==> src/pkg/sar_adc_pkg.sv <==
// Shared constants for the parallel-readout converter control logic.
// Assumes a single 250 MHz system clock; all pin inputs synchronous to it.
package sar_adc_pkg;

    localparam int          DATA_W          = 16;
    localparam int          BYTE_W          = 8;
    localparam int          MCLK_PERIOD_NS  = 4;
    localparam int          START_MIN_NS    = 20;
    // Least time, so round up
    localparam int          START_MIN_CYC   =
        (START_MIN_NS + MCLK_PERIOD_NS - 1) / MCLK_PERIOD_NS;
    localparam int          QUAL_CNT_W      = 3;
    localparam logic [15:0] RESULT_RST      = 16'h0000;
    localparam logic [15:0] DAC_RST         = 16'h0000;

    typedef enum logic [1:0]
    {
        ST_IDLE    = 2'h0,
        ST_QUALIFY = 2'h1,
        ST_CONVERT = 2'h3,
        ST_CAPTURE = 2'h2
    } conv_state_e;

endpackage

==> src/hdl/sar_step_engine.sv <==
// Successive-approximation bit engine: one bit decided per step pulse.
// Assumes begin and step are single-cycle pulses from the control block.
`timescale 1ns/1ps

module sar_step_engine
    import sar_adc_pkg::*;
#(
    parameter int WIDTH = DATA_W
)
(
    input  wire logic             mclk,
    input  wire logic             rst,
    input  wire logic             beginConv,
    input  wire logic             stepConv,
    input  wire logic             compHigh,
    output logic [WIDTH-1:0]      dacCode,
    output logic                  engineDone
);

    localparam int IDX_W = $clog2(WIDTH);

    logic [IDX_W-1:0] bitIdx_reg;
    logic             active_reg;

    // Trial code drives the capacitor DAC; compHigh answers each trial
    always_ff @(posedge mclk)
    begin
        if (rst)
        begin
            dacCode    <= DAC_RST[WIDTH-1:0];
            bitIdx_reg <= IDX_W'(WIDTH - 1);
            active_reg <= 1'b0;
        end
        else if (beginConv)
        begin
            dacCode    <= {1'b1, {(WIDTH-1){1'b0}}};
            bitIdx_reg <= IDX_W'(WIDTH - 1);
            active_reg <= 1'b1;
        end
        else if (stepConv && active_reg)
        begin
            if (!compHigh)
                dacCode[bitIdx_reg] <= 1'b0;
            if (bitIdx_reg != '0)
                dacCode[bitIdx_reg - 1'b1] <= 1'b1;
            else
                active_reg <= 1'b0;
            bitIdx_reg <= bitIdx_reg - 1'b1;
        end
    end

    always_ff @(posedge mclk)
    begin
        if (rst)
            engineDone <= 1'b0;
        else
            engineDone <= stepConv && active_reg && (bitIdx_reg == '0);
    end

endmodule

==> src/hdl/sar_adc_parallel_readout.sv <==
// Digital control of a 16-bit SAR converter with a parallel result bus.
// Assumes host pins are synchronous to mclk; the conversion clock from the
// host is sampled as an ordinary input and its rising edges step the SAR.
`timescale 1ns/1ps

module sar_adc_parallel_readout
    import sar_adc_pkg::*;
#(
    parameter int START_CYC = START_MIN_CYC
)
(
    input  wire logic              mclk,
    input  wire logic              rst,
    input  wire logic              convClk,
    input  wire logic              conversion_start_n,
    input  wire logic              chipSelect_n,
    input  wire logic              readStrobe_n,
    input  wire logic              byteSel,
    input  wire logic              compHigh,
    output logic [DATA_W-1:0]      result_bus,
    output logic                   resultBusEn_n,
    output logic                   busy,
    output logic                   holdSample,
    output logic [DATA_W-1:0]      dacCode
);

    localparam int RISE_W = $clog2(DATA_W) + 1;

    conv_state_e            state_reg;
    conv_state_e            state_next;
    logic [QUAL_CNT_W-1:0]  qualCnt_reg;
    logic                   startArmed_reg;
    logic                   convClkPrev_reg;
    logic [DATA_W-1:0]      result_reg;
    logic                   convRise;
    logic                   qualDone;
    logic                   engineDone;
    logic                   readActive;
    logic                   inCapture;
    logic [RISE_W-1:0]      riseCnt_reg;

    function automatic logic [DATA_W-1:0] busWord
    (
        input logic [DATA_W-1:0] word,
        input logic              sel
    );
        busWord = {word[DATA_W-1:BYTE_W],
                   sel ? word[BYTE_W-1:0] : word[DATA_W-1:BYTE_W]};
    endfunction

    assign convRise   = convClk && !convClkPrev_reg;
    assign qualDone   = (state_reg == ST_QUALIFY) && !conversion_start_n
                        && (qualCnt_reg == QUAL_CNT_W'(START_CYC - 1));
    assign readActive = !chipSelect_n && !readStrobe_n;
    assign inCapture  = (state_reg == ST_CAPTURE);

    always_ff @(posedge mclk)
    begin
        if (rst)
            convClkPrev_reg <= 1'b0;
        else
            convClkPrev_reg <= convClk;
    end

    always_comb
    begin
        state_next = state_reg;
        unique case (state_reg)
            ST_IDLE:
                if (!conversion_start_n && startArmed_reg)
                    state_next = ST_QUALIFY;
            ST_QUALIFY:
                if (conversion_start_n)
                    state_next = ST_IDLE;
                else if (qualDone)
                    state_next = ST_CONVERT;
            ST_CONVERT:
                if (engineDone)
                    state_next = ST_CAPTURE;
            ST_CAPTURE:
                state_next = ST_IDLE;
        endcase
    end

    always_ff @(posedge mclk)
    begin
        if (rst)
            state_reg <= ST_IDLE;
        else
            state_reg <= state_next;
    end

    always_ff @(posedge mclk)
    begin
        if (rst || state_reg != ST_QUALIFY)
            qualCnt_reg <= QUAL_CNT_W'(1);
        else
            qualCnt_reg <= qualCnt_reg + 1'b1;
    end

    // A start held low through a whole conversion must not retrigger
    always_ff @(posedge mclk)
    begin
        if (rst)
            startArmed_reg <= 1'b1;
        else if (conversion_start_n)
            startArmed_reg <= 1'b1;
        else if (state_reg == ST_IDLE)
            startArmed_reg <= 1'b0;
    end

    always_ff @(posedge mclk)
    begin
        if (rst)
        begin
            busy       <= 1'b0;
            holdSample <= 1'b0;
        end
        else if (qualDone)
        begin
            busy       <= 1'b1;
            holdSample <= 1'b1;
        end
        else if (inCapture)
        begin
            busy       <= 1'b0;
            holdSample <= 1'b0;
        end
    end

    // Engine is offset binary; flipping the MSB gives two's complement
    always_ff @(posedge mclk)
    begin
        if (rst)
            result_reg <= RESULT_RST;
        else if (state_reg == ST_CONVERT && engineDone)
            result_reg <= {~dacCode[DATA_W-1], dacCode[DATA_W-2:0]};
    end

    // One cycle of latency; bus is released whenever the strobe is gone
    always_ff @(posedge mclk)
    begin
        if (rst)
        begin
            result_bus    <= RESULT_RST;
            resultBusEn_n <= 1'b1;
        end
        else
        begin
            resultBusEn_n <= !readActive;
            if (readActive)
                result_bus <= busWord(result_reg, byteSel);
        end
    end

    sar_step_engine #(
        .WIDTH      (DATA_W)
    ) u_engine (
        .mclk       (mclk),
        .rst        (rst),
        .beginConv  (qualDone),
        .stepConv   (convRise && state_reg == ST_CONVERT),
        .compHigh   (compHigh),
        .dacCode    (dacCode),
        .engineDone (engineDone)
    );

    // Checking aid only: conversion clock rises seen in this conversion
    always_ff @(posedge mclk)
    begin
        if (rst || state_reg != ST_CONVERT)
            riseCnt_reg <= '0;
        else if (convRise)
            riseCnt_reg <= riseCnt_reg + 1'b1;
    end
endmodule

==> config.mk <==
export PLATFORM = sky130hd
export DESIGN_NAME = sar_adc_parallel_readout
export DESIGN_NICKNAME = d
export VERILOG_FILES = /design/src/pkg/sar_adc_pkg.sv /design/src/hdl/sar_step_engine.sv /design/src/hdl/sar_adc_parallel_readout.sv
export SDC_FILE = /design/constraint.sdc
export NUM_CORES = 1
export LEC_CHECK = 0
export BUFFER_PORTS_ARGS = -buffer_cell sky130_fd_sc_hd__buf_2
export CAP_MARGIN = 15
export CORE_UTILIZATION = 50
export CTS_BUF_LIST = sky130_fd_sc_hd__clkbuf_16
export CTS_CLUSTER_DIAMETER = 80
export DETAILED_ROUTE_END_ITERATION = 16
export PLACE_DENSITY = 0.75
export SETUP_SLACK_MARGIN = 0.5
export SLEW_MARGIN = 40
export SYNTH_ARGS = -nofsm -noshare
export SYNTH_HDL_FRONTEND = slang
export SYNTH_SLANG_ARGS = --single-unit
export TNS_END_PERCENT = 5
==> constraint.sdc <==
create_clock -name mclk -period 2 [get_ports mclk]
set_clock_uncertainty 0.05 [all_clocks]
set_input_delay 0.1 -clock mclk [delete_from_list [all_inputs] [get_ports mclk]]
set_output_delay 0.1 -clock mclk [all_outputs]
set_load 0.01 [all_outputs]
==> results of run 1 <==
-- synth_stat cells (3+ instances only) --
cell,n,area (µm²)
a211oi_1,8,60.1
a21oi_1,27,135
a32o_1,4,40.0
and3_1,3,18.8
buf_2,6,30.0
clkbuf_1,9,33.8
dfxtp_1,63,1260
ha_1,7,87.6
inv_1,6,22.5
mux2i_1,11,110
nand2_1,63,236
nand3_1,10,50.1
nand4b_1,3,26.3
nor2_1,16,60.1
nor2b_1,3,18.8
nor3_1,4,20.0
o211ai_1,3,22.5
o21ai_0,8,40.0
o22ai_1,6,37.5
xor2_1,3,26.3
-- final cells by class --
type	count	area (µm²)	area share [%]
Timing Repair Buffer	64	398	12.0
Clock inverter	6	30.0	0.902
Inverter	6	27.5	0.827
Multi-Input combinational cell	211	1290	38.7
Tap cell	70	87.6	2.63
Sequential cell	63	1270	38.2
Clock buffer	9	225	6.77
-- routing by layer --
layer	up-vias	wire length, µm	GRT usage, %
met2	57	3030	38.5
li1	1158	-	-
met4	0	132	11.9
met5	-	0	0
met1	1171	2990	32.1
met3	12	307	7.23
-- power by group through the flow --
stage                     clock [W]  combinational (W)  sequential, W
after floorplan                   0          0.0000619        0.00131
after global placement            0           0.000100        0.00131
after detailed placement          0           0.000102        0.00131
after CTS                   0.00135           0.000109        0.00128
after global routing        0.00141           0.000121        0.00128
final                       0.00134           0.000109        0.00128
-- what timing repair did --
item                                    4_1_cts  5_1_grt
endpoints found under the setup margin       16       18
pin swaps                                     1        1
gates resized for setup                       7        2
buffers inserted                              7        0
hold buffers                                  4        0
hold endpoints to repair                      3        0
-- cells by family (layout without fill, tap and decap cells) --
kind of cell,count (synthesis),in the layout
buffers and inverters,26,85
muxes,13,13
AOI/OAI and AO/OA,65,65
DFF,63,63
adders and majority gates,7,7
xor gates and xnor gates,4,4
and+or+nand+nor,122,122
-- critical path, delay by kind of cell, from the launching register on --
family	cells	cell delay, ps
simple gates	3	770
flops	1	350
compound gates	1	220
fa+ha+maj	1	120
buf+inv	1	60
-- worst paths after layout --
kind | start | end | slack, ps | depth (start not counted)
max | u_engine.bitIdx_reg[0] | u_engine.dacCode[1] | 310 | 6
min | rst | u_engine.active_reg | 60 | 2
max reg2reg | u_engine.bitIdx_reg[0] | u_engine.dacCode[1] | 310 | 6
min reg2reg | qualCnt_reg[0] | qualCnt_reg[0] | 350 | 1
-- per-stage QoR --
| step | setup WS (ps) | area (µm²) | hold WS, ps | power (W) | cells |
|---|---|---|---|---|---|
| after detailed placement | 222 | 2960 | 272 | 0.00141 | 403 |
| final | 314 | 3330 | 59.2 | 0.00273 | 429 |
| after floorplan | 272 | 2670 | 142 | 0.00137 | 300 |
| after global placement | 278 | 2960 | 261 | 0.00141 | 403 |
| after CTS | 333 | 3330 | 55.9 | 0.00274 | 429 |
| after global routing | 297 | 3330 | 74.9 | 0.00281 | 429 |
==> run summary, run 1 <==
Starting Density: 51.9%
commonest non-fill, non-tap cells in the layout: nand2_1 (63), dfxtp_1 (59), buf_2 (42)
Critical Path Source Type: flop
DRT iter0 DRCs: 142
post-synthesis xor/xnor area fraction: 1.32%
clock network power share: 49.2%
ANT nets after route: 0
most common cell after layout, fill and taps aside: nand2_1
initial antenna violation count: 0
Final min period: 1690 ps
worst path required time: 2160 ps
Slowest-stage cell, CP: or3b_4
Global Route Usage Sum: 24.9%
Horiz. Die Dim: 74.8 µm
Synth cell types: 48
final setup fails: 0
critical path, cell by cell: inv_4 > ha_4 > or3b_4 > and3_4 > and3_4 > a32o_1
Syn Nets: 315
fin nets: 370
number of fill cells: 463
Max Cap Violations: 0
core area: 5110 µm²
vias: 2398
largest net degree at the start of global routing: 37
global-route wire length before repair: 10200 µm
Flop pwr share: 46.9%
H-tree levels: 3
post-synthesis adder-cell area fraction: 3.31%
sw frac: 22.1%
status: completed
Avg Cell Area, Syn: 8.83 µm²
cts bufs inserted: 9
setup TNS: 0 ps
Compound-Gate Fraction of Synth Area: 16.0%
Slew HR: 66.4%
HPWL Detailed: 4290 µm
GP Congestion: 0.957
Worst VDD drop: 535 µV
Root Driver: clkbuf_16
vias in the first global route: 2193
PortBufs: 42
max-slew violations: 0
share of layout cells above drive strength 1: 25.9%
critical path arrival: 1850 ps
row cnt: 26
Antenna diodes: 0
biggest cell delay along the critical path: 390 ps
die height: 74.8 µm
Static Leak: 1.37 nW
die footprint: 5600 µm²
vias per cell: 5.59
Clock Sink Count: 63
Routed WL per cell: 15.1 µm
final WL: 6460 µm
Post-Synth Simple-Gate Area: 22.3%
worst-skew pair later-pin latency: 330 ps
critical path endpoint category: flop
Pwr Density: 821 nW/µm²
final core occ: 65.2%
ys flop type: dfxtp_1
most frequent cell on the critical path: and3_4
DRC viols: 0
clock-pin slew on the worst setup and hold paths: 50 ps
ys async rst share: 0%
Synth warnings: 0
EDFF count, synth: 0
crit path max fanout: 6
Hold Path Class: input pin to flop
P_int: 0.00213 W
Syn Std Cell Area: 2650 µm²
post-synthesis sequential area ratio: 47.6%
CTS tree: yes
synth-to-layout area growth: 25.6%
Final Hold Viols: 0
Final Cycle Share: 84.3%
Longest Clk Path Bufs: 2
DRT Pass-1 Iters: 4
fmax: 593 MHz
Worst Tran Pin Value: 504 ps
combinational share of power: 4.0%
IO Count: 43
mux share of post-synthesis cell area: 5.00%
largest family of logic cells by synthesized area: simple AND/OR/NAND/NOR gates
synthesis-stage register bit count: 63
critical path class: flop to flop
total global routing overflow: 0
Post-Synthesis Cells: 300
RSZ-0062 raised after global routing: true
net load switching power: 0.000603 W
No activity file was read; power rests on OpenSTA's default activity.
==> run 2, diff against run 1 <==
clock period = 1.48 ns   (was 2 ns; I/O delays follow)
==> run summary, run 2 (synthesis results as in run 1) <==
fmax: 624 MHz
Final min period: 1600 ps
GP Congestion: 0.901
min setup slack post-route: -122 ps
commonest non-fill, non-tap cells in the layout: dfxtp_1 (54), nand2_1 (47), buf_2 (42)
Horiz. Die Dim: 74.8 µm
Final Cycle Share: 108%
row cnt: 26
crit path max fanout: 6
DRT iter0 DRCs: 148
fin nets: 387
RSZ-0062 raised after global routing: true
synth-to-layout area growth: 44.1%
PortBufs: 42
core area: 5110 µm²
Static Leak: 1.75 nW
Worst VDD drop: 617 µV
critical path class: flop to flop
largest net degree at the start of global routing: 25
Critical Path Source Type: flop
wire length on met1: 3200 µm
most common cell after layout, fill and taps aside: dfxtp_1
total global routing overflow: 0
Max Cap Violations: 0
status: finished, violations left
worst path required time: 1650 ps
IO Count: 43
Top Layer Used: met4
setup TNS: -918 ps
Pwr Density: 1080 nW/µm²
Cells after DPL: 426
Root Driver: clkbuf_16
P_int: 0.00326 W
CTS tree: yes
vias: 2486
HPWL Detailed: 4440 µm
vias in the first global route: 2191
Clock Sink Count: 63
final WL: 7170 µm
Global Route Usage Sum: 25.8%
Hold Path Class: input pin to flop
max-slew violations: 0
global-route wire length before repair: 10700 µm
initial antenna violation count: 0
DRT Pass-1 Iters: 5
die footprint: 5600 µm²
clock-pin slew on the worst setup and hold paths: 50 ps
net load switching power: 0.000856 W
critical path endpoint category: flop
Final Hold Viols: 0
Flop pwr share: 42.1%
Longest Clk Path Bufs: 2
worst-skew pair later-pin latency: 330 ps
Antenna diodes: 0
DRC viols: 0
Starting Density: 51.9%
met3 wire len: 397 µm
share of layout cells above drive strength 1: 44.0%
violated checks: negative setup slack
cts bufs inserted: 9
H-tree levels: 3
Worst Hold Slack: 53.0 ps
vias per cell: 5.56
Worst Tran Pin Value: 354 ps
clock network power share: 53.6%
sw frac: 20.8%
final setup fails: 14
Routed WL per cell: 16.0 µm
ANT nets after route: 0
Tot Pwr: 0.00411 W
combinational share of power: 4.3%
Slew HR: 76.3%
Met2 Routed Length: 3370 µm
die height: 74.8 µm
critical path arrival: 1770 ps
fin cells: 447
-- run 2: what timing repair did --
action                                 CTS  global route
pin swaps                               42            34
hold buffers                             4             0
setup endpoints to repair               52            60
gates resized for setup                 60            33
cloned                                   0             0
buffers inserted                         1             0
endpoints found under the hold margin    3             0
-- run 2: final cells by class --
class	count	area, µm²
Multi-Input combinational cell	211	1570
Inverter	6	25.0
Fill cell	378	1290
Tap cell	70	87.6
Timing Repair Buffer	81	548
Clock inverter	7	87.6
Clock buffer	9	225
Sequential cell	63	1270
-- run 2: critical path: stages, from the launching register on --
cell and delay [ps]:
dfxtp_2 330, inv_4 60, ha_4 120, or3b_4 380
and3_4 210, and3_4 150, a32o_1 200
-- run 2: final timing paths --
path	from	endpoint	slack [ps]	cells past startpoint
worst min register to register	result_bus[8]	result_bus[8]	400	2
worst max register to register	u_engine.bitIdx_reg[0]	u_engine.dacCode[5]	-120	6
worst max-delay path	u_engine.bitIdx_reg[0]	u_engine.dacCode[5]	-120	6
worst min-delay path	rst	convClkPrev_reg	50	2
-- run 2: through the flow --
step / utilization [%] / instance area (µm²) / worst slack, ps
final: 74.8 / 3820 / -122
after floorplan: - / 2670 / -248
after CTS: 72.1 / 3680 / -120
after global routing: 74.8 / 3820 / -168
after global placement: 61.1 / 3120 / -95.3
after detailed placement: 61.1 / 3120 / -129
-- run 2: per-layer routing --
layer	vias to the layer above	global-route usage, %
met2	101	37.2
met4	0	13.0
met5	-	0
met1	1162	35.6
li1	1203	-
met3	20	6.56
-- run 2: power groups by stage --
stage / logic, W / registers, W / clock network, W
2_1_floorplan: 0.0000837 / 0.00177 / 0
3_3_place_gp: 0.000145 / 0.00177 / 0
3_5_place_dp: 0.000148 / 0.00177 / 0
4_1_cts: 0.000173 / 0.00173 / 0.00222
5_1_grt: 0.000195 / 0.00173 / 0.00231
6_report: 0.000178 / 0.00173 / 0.00220
